--- config.mk ---
export PLATFORM = sky130hd
export DESIGN_NAME = dctr_top
export DESIGN_NICKNAME = d
export VERILOG_FILES = /design/src/hw/dctr_pkg.sv /design/src/hw/dctr_buf.sv /design/src/hw/dctr_top.sv
export SDC_FILE = /design/constraint.sdc
export NUM_CORES = 1
export LEC_CHECK = 0
export BUFFER_PORTS_ARGS = -buffer_cell sky130_fd_sc_hd__buf_2
export CAP_MARGIN = 20
export CELL_PAD_IN_SITES_DETAIL_PLACEMENT = 0
export CELL_PAD_IN_SITES_GLOBAL_PLACEMENT = 2
export CORE_AREA = 2 2 162 323
export DETAILED_ROUTE_END_ITERATION = 8
export DIE_AREA = 0 0 164 325
export HOLD_SLACK_MARGIN = 0.02
export PLACE_DENSITY = 0.76
export SETUP_SLACK_MARGIN = 0.1
export SYNTH_ARGS = -nofsm -noshare
export SYNTH_HDL_FRONTEND = slang
export SYNTH_SLANG_ARGS = --single-unit
export TNS_END_PERCENT = 20
--- constraint.sdc ---
create_clock -name sys_clk -period 8 [get_ports sys_clk]
set_input_delay 0.4 -clock sys_clk [delete_from_list [all_inputs] [get_ports sys_clk]]
set_output_delay 0.4 -clock sys_clk [all_outputs]
set_load 0.03 [all_outputs]
--- src/hw/dctr_pkg.sv ---
// Purpose: shared constants and carrier types for the compare and trace register front end
// Assumes: byte-wide register port, one 10 MHz clock
// Notes:   register indices are byte offsets from the block base
package dctr_pkg;

  // ************************************************************
  // register map (byte index within the nine-byte window)
  // ************************************************************
  localparam logic [3:0] REG_CMP_A_UPPER  = 4'h0;
  localparam logic [3:0] REG_CMP_A_LOWER  = 4'h1;
  localparam logic [3:0] REG_CMP_B_UPPER  = 4'h2;
  localparam logic [3:0] REG_CMP_B_LOWER  = 4'h3;
  localparam logic [3:0] REG_FIFO_UPPER   = 4'h4;
  localparam logic [3:0] REG_FIFO_LOWER   = 4'h5;
  localparam logic [3:0] REG_CONTROL      = 4'h6;
  localparam logic [3:0] REG_TRIG_SETUP   = 4'h7;
  localparam logic [3:0] REG_STATUS       = 4'h8;

  // ************************************************************
  // control bit positions and reset values
  // ************************************************************
  localparam int CTL_ENABLE   = 7;
  localparam int CTL_ARM      = 6;
  localparam int CTL_TAG      = 5;
  localparam int CTL_BREAK_REQUEST_ENABLE    = 4;
  localparam int CTL_RWA      = 3;
  localparam int CTL_CMP_A_DIRECTION_QUALIFY    = 2;
  localparam int CTL_RWB      = 1;
  localparam int CTL_CMP_B_DIRECTION_QUALIFY    = 0;
  localparam logic [7:0] CMP_RESET  = 8'h00;
  localparam logic [7:0] CTL_RESET  = 8'h00;
  localparam logic [7:0] READ_ZERO  = 8'h00;

  // ************************************************************
  // trigger modes
  // ************************************************************
  localparam logic [3:0] TRG_A_ONLY     = 4'h0;
  localparam logic [3:0] TRG_A_OR_B     = 4'h1;
  localparam logic [3:0] TRG_A_THEN_B   = 4'h2;
  localparam logic [3:0] TRG_EVENT_B    = 4'h3;
  localparam logic [3:0] TRG_A_EVENT_B  = 4'h4;
  localparam logic [3:0] TRG_A_AND_B    = 4'h5;
  localparam logic [3:0] TRG_A_NOT_B    = 4'h6;
  localparam logic [3:0] TRG_INSIDE     = 4'h7;
  localparam logic [3:0] TRG_OUTSIDE    = 4'h8;

  localparam int FIFO_WIDTH = 16;
  localparam int FIFO_DEPTH = 8;
  localparam int BUF_DEPTH  = 16;

  // cpu bus cycle as seen by the comparators
  typedef struct packed {
    logic        valid;
    logic        read;
    logic [15:0] addr;
    logic [7:0]  data;
  } dctr_cpu_t;

  // register port request
  typedef struct packed {
    logic       rd;
    logic       wr;
    logic [3:0] addr;
    logic [7:0] wdata;
  } dctr_reg_req_t;

  typedef enum logic [2:0] {
    RUN_IDLE  = 3'b001,
    RUN_WAITB = 3'b010,
    RUN_STORE = 3'b100
  } dctr_run_t;

endpackage

--- src/hw/dctr_buf.sv ---
// Purpose: valid/ready buffer in front of the trace capture path
// Assumes: single clock, asynchronous active-high reset
// Notes:   show-ahead output, full and empty are exact
`timescale 1ns/1ps
module dctr_buf #(
  parameter int WIDTH = 16,
  parameter int DEPTH = 16
) (
  input  wire logic             sys_clk,
  input  wire logic             rst,
  input  wire logic             flush,
  input  wire logic             in_valid,
  output logic                  in_ready,
  input  wire logic [WIDTH-1:0] in_data,
  output logic                  out_valid,
  input  wire logic             out_ready,
  output logic [WIDTH-1:0]      out_data
);
  localparam int AW = $clog2(DEPTH);
  logic [WIDTH-1:0] mem [DEPTH];
  logic [AW-1:0]    wr_ptr;
  logic [AW-1:0]    rd_ptr;
  logic [AW:0]      count;
  wire              push = in_valid && in_ready;
  wire              pop  = out_valid && out_ready;

  // flags follow the occupancy count
  assign in_ready  = (count != (AW+1)'(DEPTH));
  assign out_valid = (count != '0);
  assign out_data  = mem[rd_ptr];

  // storage array, no reset needed
  always_ff @(posedge sys_clk) begin
    if (push) begin
      mem[wr_ptr] <= in_data;
    end
  end

  // pointers and count
  always_ff @(posedge sys_clk or posedge rst) begin
    if (rst) begin
      wr_ptr <= '0;
      rd_ptr <= '0;
      count  <= '0;
    end else if (flush) begin
      wr_ptr <= '0;
      rd_ptr <= '0;
      count  <= '0;
    end else begin
      if (push) wr_ptr <= wr_ptr + AW'(1);
      if (pop)  rd_ptr <= rd_ptr + AW'(1);
      count <= count + (AW+1)'(push) - (AW+1)'(pop);
    end
  end
endmodule

--- src/hw/dctr_top.sv ---
// Purpose: register front end of the bus compare and trace unit
// Assumes: byte register port synchronous to sys_clk, one request per cycle
// Notes:   read data is registered and valid the cycle after rd
`timescale 1ns/1ps
module dctr_top
  import dctr_pkg::*;
(
  input  wire logic                    sys_clk,
  input  wire logic                    rst,
  input  wire dctr_pkg::dctr_reg_req_t reg_req,
  output logic [7:0]                   reg_rdata,
  input  wire dctr_pkg::dctr_cpu_t     cpu_bus,
  input  wire logic [15:0]             last_opcode_addr,
  input  wire logic                    opcode_executed,
  input  wire logic                    secure,
  output logic                         break_force,
  output logic                         break_tag,
  output logic                         capture_active_flag,
  output logic                         buf_stall
);
  // ************************************************************
  // registers
  // ************************************************************
  logic [7:0]      comparator_a_upper;
  logic [7:0]      comparator_a_lower;
  logic [7:0]      comparator_b_upper;
  logic [7:0]      comparator_b_lower;
  logic [7:0]      trace_control;
  logic [7:0]      trigger_setup;
  logic [15:0]     fifo [FIFO_DEPTH];
  logic [3:0]      valid_count;
  logic            flag_a;
  logic            flag_b;
  dctr_run_t       run_state;
  logic            trig_seen;

  // ************************************************************
  // decode
  // ************************************************************
  wire unit_enable                 = trace_control[CTL_ENABLE];
  wire armed                       = trace_control[CTL_ARM];
  wire break_request_enable        = trace_control[CTL_BREAK_REQUEST_ENABLE];
  wire cmp_a_direction             = trace_control[CTL_RWA];
  wire cmp_a_direction_qualify     = trace_control[CTL_CMP_A_DIRECTION_QUALIFY];
  wire cmp_b_direction             = trace_control[CTL_RWB];
  wire cmp_b_direction_qualify     = trace_control[CTL_CMP_B_DIRECTION_QUALIFY];
  wire execute_qualify_select      = trigger_setup[7];
  wire begin_sel                   = trigger_setup[6];
  wire [3:0] trig_mode             = trigger_setup[3:0];
  wire wr_ctl    = reg_req.wr && (reg_req.addr == REG_CONTROL);
  wire wr_cmp_ok = reg_req.wr && !armed;
  wire wr_trg_ok = reg_req.wr && !armed && (reg_req.addr == REG_TRIG_SETUP);
  wire rd_low    = reg_req.rd && (reg_req.addr == REG_FIFO_LOWER);
  wire event_only = (trig_mode == TRG_EVENT_B) || (trig_mode == TRG_A_EVENT_B);
  wire begin_trace = begin_sel || event_only;

  // direction-qualified address match, used for both comparators
  function automatic logic cmp_match(input logic [15:0] ref_addr, input logic qual,
                                     input logic dir, input dctr_cpu_t bus);
    cmp_match = bus.valid && (bus.addr == ref_addr) && (!qual || (bus.read == dir));
  endfunction

  wire [15:0] cmp_a_value = {comparator_a_upper, comparator_a_lower};
  wire [15:0] cmp_b_value = {comparator_b_upper, comparator_b_lower};
  wire watching = unit_enable && armed;
  wire match_a  = watching && cmp_match(cmp_a_value, cmp_a_direction_qualify,
                                        cmp_a_direction, cpu_bus);
  wire match_b  = watching && cmp_match(cmp_b_value, cmp_b_direction_qualify,
                                        cmp_b_direction, cpu_bus);
  wire in_range = watching && cpu_bus.valid && (cpu_bus.addr >= cmp_a_value)
                  && (cpu_bus.addr <= cmp_b_value);
  wire qual_ok  = !execute_qualify_select || opcode_executed;

  // trigger selection per mode; data modes compare b against data byte
  logic trig_now;
  always_comb begin
    trig_now = 1'b0;
    unique case (trig_mode)
      TRG_A_ONLY:    trig_now = match_a;
      TRG_A_OR_B:    trig_now = match_a || match_b;
      TRG_A_THEN_B:  trig_now = match_b && (flag_a || trig_seen);
      TRG_EVENT_B:   trig_now = match_b;
      TRG_A_EVENT_B: trig_now = match_b && flag_a;
      TRG_A_AND_B:   trig_now = match_a && (cpu_bus.data == comparator_b_lower);
      TRG_A_NOT_B:   trig_now = match_a && (cpu_bus.data != comparator_b_lower);
      TRG_INSIDE:    trig_now = in_range;
      TRG_OUTSIDE:   trig_now = watching && cpu_bus.valid && !in_range;
      default:       trig_now = 1'b0;
    endcase
  end
  wire trigger = trig_now && qual_ok;

  // ************************************************************
  // capture buffer in the data path
  // ************************************************************
  wire [15:0] cap_word = event_only ? {8'h00, cpu_bus.data} : cpu_bus.addr;
  wire        storing  = (run_state == RUN_STORE) ||
                         (watching && !begin_trace);
  wire        cap_valid = storing && cpu_bus.valid && (!event_only || match_b);
  wire        cap_ready;
  wire        drain_valid;
  wire [15:0] drain_data;
  wire        full_now = (valid_count == 4'(FIFO_DEPTH));
  wire        fifo_full_event = begin_trace && full_now && (run_state == RUN_STORE);
  wire        run_end = (begin_trace && fifo_full_event) ||
                        (!begin_trace && watching && trigger);

  dctr_buf #(.WIDTH(FIFO_WIDTH), .DEPTH(BUF_DEPTH)) u_buf (
    .sys_clk   (sys_clk),
    .rst       (rst),
    .flush     (!watching),
    .in_valid  (cap_valid),
    .in_ready  (cap_ready),
    .in_data   (cap_word),
    .out_valid (drain_valid),
    .out_ready (1'b1),
    .out_data  (drain_data)
  );

  // shift fifo: captured words enter last slot, lower reads shift out only while disarmed
  wire shift_cap  = drain_valid;
  wire shift_read = rd_low && !armed;
  always_ff @(posedge sys_clk or posedge rst) begin
    if (rst) begin
      for (int i = 0; i < FIFO_DEPTH; i++) fifo[i] <= 16'h0000;
    end else if (shift_read) begin
      for (int i = 0; i < FIFO_DEPTH-1; i++) fifo[i] <= fifo[i+1];
      fifo[FIFO_DEPTH-1] <= last_opcode_addr;
    end else if (shift_cap && (!begin_trace || !full_now)) begin
      for (int i = 0; i < FIFO_DEPTH-1; i++) fifo[i] <= fifo[i+1];
      fifo[FIFO_DEPTH-1] <= drain_data;
    end
  end

  // valid count clears when a run starts
  wire arm_write = wr_ctl && reg_req.wdata[CTL_ARM] && !armed;
  always_ff @(posedge sys_clk or posedge rst) begin
    if (rst) begin
      valid_count <= 4'h0;
    end else if (arm_write) begin
      valid_count <= 4'h0;
    end else if (watching && shift_cap && !full_now) begin
      valid_count <= valid_count + 4'h1;
    end
  end

  // ************************************************************
  // run sequencing
  // ************************************************************
  dctr_run_t next_run;
  always_comb begin
    next_run = run_state;
    unique case (run_state)
      RUN_IDLE:  if (watching && begin_trace && trigger) next_run = RUN_STORE;
      RUN_WAITB: next_run = RUN_IDLE;
      RUN_STORE: if (fifo_full_event) next_run = RUN_IDLE;
      default:   next_run = RUN_IDLE;
    endcase
    if (!watching) next_run = RUN_IDLE;
  end

  always_ff @(posedge sys_clk or posedge rst) begin
    if (rst) begin
      run_state <= RUN_IDLE;
      trig_seen <= 1'b0;
      flag_a    <= 1'b0;
      flag_b    <= 1'b0;
    end else begin
      run_state <= next_run;
      trig_seen <= arm_write ? 1'b0 : (trig_seen || (match_a && qual_ok));
      flag_a    <= arm_write ? 1'b0 : (flag_a || match_a);
      flag_b    <= arm_write ? 1'b0 : (flag_b || match_b);
    end
  end

  // ************************************************************
  // control and comparator registers
  // ************************************************************
  // control write: enable refused when secured, run end clears arm
  logic [7:0] next_control;
  always_comb begin
    next_control = trace_control;
    if (wr_ctl) begin
      next_control = reg_req.wdata;
      if (secure && !trace_control[CTL_ENABLE]) next_control[CTL_ENABLE] = 1'b0;
      if (!next_control[CTL_ENABLE]) next_control[CTL_ARM] = 1'b0;
    end else if (run_end) begin
      next_control[CTL_ARM] = 1'b0;
    end
  end

  always_ff @(posedge sys_clk or posedge rst) begin
    if (rst) begin
      trace_control       <= CTL_RESET;
      trigger_setup       <= CTL_RESET;
      comparator_a_upper  <= CMP_RESET;
      comparator_a_lower  <= CMP_RESET;
      comparator_b_upper  <= CMP_RESET;
      comparator_b_lower  <= CMP_RESET;
    end else begin
      trace_control <= next_control;
      if (wr_trg_ok) trigger_setup <= reg_req.wdata & 8'hcf;
      if (wr_cmp_ok && reg_req.addr == REG_CMP_A_UPPER) comparator_a_upper <= reg_req.wdata;
      if (wr_cmp_ok && reg_req.addr == REG_CMP_A_LOWER) comparator_a_lower <= reg_req.wdata;
      if (wr_cmp_ok && reg_req.addr == REG_CMP_B_UPPER) comparator_b_upper <= reg_req.wdata;
      if (wr_cmp_ok && reg_req.addr == REG_CMP_B_LOWER) comparator_b_lower <= reg_req.wdata;
      // fifo port writes fall through with no effect
    end
  end

  // ************************************************************
  // read mux and outputs
  // ************************************************************
  wire [7:0] status_byte = {flag_a, flag_b, armed && unit_enable, 1'b0, valid_count};
  logic [7:0] rd_mux;
  always_comb begin
    rd_mux = READ_ZERO;
    unique case (reg_req.addr)
      REG_CMP_A_UPPER: rd_mux = comparator_a_upper;
      REG_CMP_A_LOWER: rd_mux = comparator_a_lower;
      REG_CMP_B_UPPER: rd_mux = comparator_b_upper;
      REG_CMP_B_LOWER: rd_mux = comparator_b_lower;
      REG_FIFO_UPPER:  rd_mux = event_only ? READ_ZERO : fifo[0][15:8];
      REG_FIFO_LOWER:  rd_mux = fifo[0][7:0];
      REG_CONTROL:     rd_mux = trace_control;
      REG_TRIG_SETUP:  rd_mux = trigger_setup;
      REG_STATUS:      rd_mux = status_byte;
      default:         rd_mux = READ_ZERO;
    endcase
  end

  // break type chosen by tag bit; timing follows execute qualify through the trigger
  wire brk_evt = break_request_enable && run_end;
  always_ff @(posedge sys_clk or posedge rst) begin
    if (rst) begin
      reg_rdata           <= READ_ZERO;
      break_force         <= 1'b0;
      break_tag           <= 1'b0;
      capture_active_flag <= 1'b0;
      buf_stall           <= 1'b0;
    end else begin
      if (reg_req.rd) reg_rdata <= rd_mux;
      break_force         <= brk_evt && !trace_control[CTL_TAG];
      break_tag           <= brk_evt && trace_control[CTL_TAG];
      capture_active_flag <= next_control[CTL_ARM] && next_control[CTL_ENABLE];
      buf_stall           <= cap_valid && !cap_ready;
    end
  end
endmodule

# Word-level counts from Yosys, hierarchy flattened
# Memory sizes are Yosys's and may differ from the RTL's.
# Index checks and enable logic that the tools add are counted.
# totals
input_bits	60
mem_count	1
output_inout_bits	12
mem_bits_rw	256
ff_bits	209
# memory_table
memory	depth	width	rd	rd_ports_with_merged_regs	wr	line_no	source
u_buf.mem	16	16	1	0	1	dctr_buf.sv:20	logic [WIDTH-1:0] mem [DEPTH];
# classes
add_sub_neg	5
n_eq_ne	30
muxes	28
n_lt_le_gt_ge	2
n_reduce_logical	78
# ops
cell	n
two-way mux 128 bit	2
one-hot mux 8 bit (9 select lines)	1
logical AND 1 bit	47
equality test 16 bit	2
equality test 4 x 3 -> 1 bit (second input constant)	8
two-way mux 4 bit	6
equality test 4 x 2 -> 1 bit (second input constant)	4
greater-or-equal comparator 16 bit	1
<= comparator 16 bit	1
two-way mux 16 bit	1
logical OR 1 bit	14
adder 4 x 1 -> 4 bit (second input constant)	3
equality test 4 bit (second input constant)	3
zero test 1 bit	11
two-way mux 1 bit	11
two-way mux 3 bit	3
one-hot mux 1 bit (9 select lines)	1
equality test 4 x 1 -> 1 bit (second input constant)	2
equality test 8 bit	1
zero test 4 bit	2
two-way mux 8 bit	1
!= test 8 bit	1
!= test 3 bit (second input constant)	2
one-hot mux 3 bit (2 select lines)	1
other kinds (11)	14

# Depth between registers and ports, before layout
# depth
depth_word	13
ltp_mapped	14
depth_no_buf	14

# By module
# Synthesis repeated with hierarchy kept, for this count alone.
# hier_totals
hier_cells	1336
area_unflattened_um2	19997.9
# modules_own_cells
mod	instances	area_per_inst_um2	cells_each
dctr_buf	1	10677.7	555
dctr_top	1	9320.2	781

# Worst setup path before layout
# No wires, ideal clock.
# synth_path
path_kind	input to register
start	input cpu_bus[21] (netlist bit)
end	memory u_buf.mem[1][0], enable pin
slack_ps	4356
arrival_ps	3214
required_time_ps	7570
cell_stages	7
setup_time_ps	430
n_path_buf	0
path_cell_list	ha_1 > nand4_1 > nor4_2 > a21oi_1 > nor2_1 > nand3_2 > nor4_1
# synth_via
elab_chain_len	9
# synth_rtl
element	line_no	source
start: declaration	dctr_top.sv:12	input wire dctr_pkg::dctr_cpu_t cpu_bus,
equality test 16 bit	dctr_top.sv:60	cmp_match = bus.valid && (bus.addr == ref_addr) && (!qual || (bus.read == dir));
logical AND 1 bit (2 in series)	dctr_top.sv:60	
logical AND 1 bit	dctr_top.sv:68	wire match_b = watching && cmp_match(cmp_b_value, cmp_b_direction_qualify,
logical OR 1 bit	dctr_top.sv:99	wire cap_valid = storing && cpu_bus.valid && (!event_only || match_b);
logical AND 1 bit	dctr_top.sv:99	
logical AND 1 bit	dctr_buf.sv:24	wire push = in_valid && in_ready;
two-way mux 1 bit	dctr_buf.sv:34	if (push) begin
two-way mux 1 bit (not written as such)	dctr_buf.sv:35	mem[wr_ptr] <= in_data;
end: declaration	dctr_buf.sv:20	
# Every way passes these cells.

# Worst setup path in the final report
# layout_path
start	register trigger_setup[2]
end	register fifo[114] (netlist bit)
# layout_via
elab_chain_len	7
elab_cells_between_ends	8
cone_classes	eq/ne (2); reduce/logical (6)
# layout_rtl
element	line_no	source
start: declaration	dctr_top.sv:29	logic [7:0] trigger_setup;
start signal: assignment	dctr_top.sv:202	if (wr_trg_ok) trigger_setup <= reg_req.wdata & 8'hcf;
equality test 4 x 2 -> 1 bit / equality test 4 x 3 -> 1 bit (equally long branches)	dctr_top.sv:54	wire event_only = (trig_mode == TRG_EVENT_B) || (trig_mode == TRG_A_EVENT_B);
logical OR 1 bit (*)	dctr_top.sv:54	
logical OR 1 bit (*)	dctr_top.sv:55	wire begin_trace = begin_sel || event_only;
zero test 1 bit (*)	dctr_top.sv:129	end else if (shift_cap && (!begin_trace || !full_now)) begin
logical OR 1 bit (*)	dctr_top.sv:129	
logical AND 1 bit (*)	dctr_top.sv:129	
nonzero test 2 bit (no line) (*)	n/a	
end signal: indexed assignment	dctr_top.sv:128	fifo[FIFO_DEPTH-1] <= last_opcode_addr;
end signal: indexed assignment	dctr_top.sv:131	fifo[FIFO_DEPTH-1] <= drain_data;
end: declaration	dctr_top.sv:30	logic [15:0] fifo [FIFO_DEPTH];
# Mark *: on every way between the ends. The rest lies on a longest branch, timed or not.
# A chain may end at the register's enable or synchronous reset.

==> results.yml <==
synthesis:
  syn_avg_cell_area_um2: 16.6
  syn_nets: 1321
  yosysTopAreaCell: "edfxtp_1"
  synth_warnings: 0
  synthTopCellsByArea: "edfxtp_1, dfrtp_1, mux4_2"
  async_flop_share_pct: 44.8
  synth-seq-area-share_pct: 63.9
  ys_ff_latch: 464
  synth-main-ff-cell: "edfxtp_1"
  ys_types: 65
  synth_top_area_share_pct: 38.1
  syn_area_mm2: 0.0202
  synth_edf_count: 256
  syn-instance-count: 1215
cts:
  clkTransAtPathRegs_ns: 0.07
  max-clock-path-buffers: 3
  numCtsBuffers: 41
  ctsResizeCount: 0
  post-cts-setup-buffer-count: 0
  htreeDepth: 2
  cts-root-buf: "clkbuf_16"
  cts_hold_buf: 0
  cts_tree: "built"
  cts_sinks: 464
  clock_latency_ns: 0.56
final_layout:
  post-route-util_pct: 44.6
  final_cell_mix: "edfxtp_1, dfrtp_1, mux4_2"
  syn_to_final_growth_pct: 12.2
  filler_cell_count: 4370
  final_cells: 1983
  drive_above_1_share_pct: 31.3
  diodes: 0
  nets: 1403
  fin_area_mm2: 0.0226
  layout_commonest_cell: "edfxtp_1"
timing:
  setup_viol: 0
  fin_hold_ws_ns: 0.0367
  setup_tns_ns: 0
  period_needed_ns: 3.98
  tightest_slew_ns: 1.09
  slew_viol_final: 0
  skew_ns: 0.0206
  slew_headroom_pct: 27.7
  final.period_utilization_pct: 49.7
  grt_setup_unrepaired: "false"
  max_freq_mhz: 251
  hold_violations: 0
critical_path:
  worst_path_largest_cell_delay_ns: 0.91
  critical_path_class: "reg2reg"
  crit_start: "trigger_setup[2]"
  r2r-start: "trigger_setup[2]"
  critPathLaunchType: "flop"
  cp-end-kind: "flop"
  required_ns: 8.42
  crit_slowest_cell: "buf_4"
  cp_cell_sequence: "or3b_4, a21oi_4, o21ai_2, nand2_4, and2_4, buf_4, mux2_2"
  cp_top_family: "simple AND/OR/NAND/NOR gates"
  crit_fanout: 65
  worstPathArrival_ns: 4.40
  cp_num_buf_inv: 1
grt:
  grt_usage_pct: 19.1
  grt.overflow.total: 0
  first_global_vias: 11438
  grt_first_pass_wirelength_mm: 74.4
  grt_max_degree: 143
  antenna_found_initial: 0
placement:
  dp.cells: 1906
  portBuffers: 71
  gp_congestion: 0.907
  placed_area_mm2: 0.0211
  dpl.hpwl_mm: 35.1
route:
  num_vias: 10794
  vias_per_cell: 5.44
  post-route-drc-count: 0
  dr.first_iter.drc_count: 778
  drt-total-wl_mm: 49.5
  dr.pass1.iters: 8
  drtAntennaViolNets: 0
  wire_per_inst_um: 25.0
pwr:
  power_frac_clock_pct: 37.7
  p_sw_share_pct: 23.9
  power_frac_comb_pct: 11.2
  vdd_drop_max_v: 0.000127
  switchingPower_w: 0.00137
  internal_power_w: 0.00438
  powerDensity_mw_per_mm2: 254
  sequentialPowerShare_pct: 51.1
  p_leak_nw: 8.96
floorplanning:
  die_area_mm2: 0.0533
  core.rowCount: 117
  pin_count: 72
  initial_core_util_pct: 39.7
  core_mm2: 0.0508
  die_h_um: 325
  die_w_um: 164
status:
  outcome: "complete, no violations"
flow_run:
  drv_cap: 0
hold_path:
  hold_class: "in2async"
## power groups by stage
stage / Clock [W] / Sequential, W / Combinational [W]
2_1_floorplan: 0 / 0.00292 / 0.000481
3_3_place_gp: 0 / 0.00298 / 0.000633
3_5_place_dp: 0 / 0.00299 / 0.000646
4_1_cts: 0.00222 / 0.00294 / 0.000649
5_1_grt: 0.00230 / 0.00296 / 0.000712
6_report: 0.00217 / 0.00294 / 0.000645
## synthesized netlist by cell type, types with 8 or more instances
cell type / n
edfxtp_1: 256
dfrtp_1: 207
mux4_2: 82
mux2_4: 80
mux2_2: 75
inv_1: 57
nor2_1: 50
ha_1: 45
a21oi_1: 44
nand2_1: 43
mux2i_1: 23
o21ai_0: 23
and2_1: 22
clkbuf_1: 19
xor2_1: 17
nand3_1: 14
nor3_1: 12
nand4_1: 11
o22ai_1: 10
buf_12: 9
buf_2: 9
a221oi_1: 8
## cell type report
type                       count  area, µm²  share of cell area [%]
clock inverter                22        294                    1.30
clock buffer                  53       1190                    5.27
multi-input combinational    643       6720                    29.7
inverter                      58        225                   0.995
tap                          654        818                    3.61
sequential                   464      12900                    57.0
timing repair buffer          89        497                    2.19
## logic make-up after synthesis
kind of cell               share of synthesized area (%)
AOI/OAI and AO/OA                                   3.82
muxes                                               20.4
DFF                                                 63.9
and+or+nand+nor                                     5.08
buffers and inverters                               2.92
adders and majority gates                           2.89
xor gates and xnor gates                           0.955
## flip-flops by register name, indices dropped and copies added, names as in the netlist, 5 cells and up
signal / cells
reg_rdata: 8
comparator_a_lower: 8
comparator_b_upper: 8
comparator_b_lower: 8
comparator_a_upper: 8
u_buf.mem: 256
fifo: 128
trigger_setup: 6
u_buf.count: 5
trace_control: 8
## stage by stage
| stage | worst slack (ns) | total power [W] |
|---|---|---|
| 2_1_floorplan | 1.92 | 0.00340 |
| 3_3_place_gp | 4.07 | 0.00361 |
| 3_5_place_dp | 4.02 | 0.00363 |
| 4_1_cts | 4.01 | 0.00580 |
| 5_1_grt | 3.83 | 0.00598 |
| 6_report | 4.02 | 0.00575 |
## layer usage
metal | GRT usage, % | vias to the layer above | part of all wire, %
li1 | - | 4781 | -
met2 | 35.5 | 264 | 55
met5 | 0 | - | 0
met3 | 2.04 | 89 | 3.0
met4 | 9.27 | 0 | 5.3
met1 | 21.2 | 5660 | 36
## path summary, 6_finish.rpt
kind                                   endpoint  slack, ns  cells after the start
max in group asynchronous       u_buf.rd_ptr[0]       6.31                      3
worst max-delay path                  fifo[114]       4.02                      7
worst min-delay path                   fifo[10]       0.04                      2
min in group sys_clk                   fifo[10]       0.10                      3
worst max register to register        fifo[114]       4.02                      7
worst min register to register         fifo[47]       0.51                      1
Power figures use the tool's default switching activity.
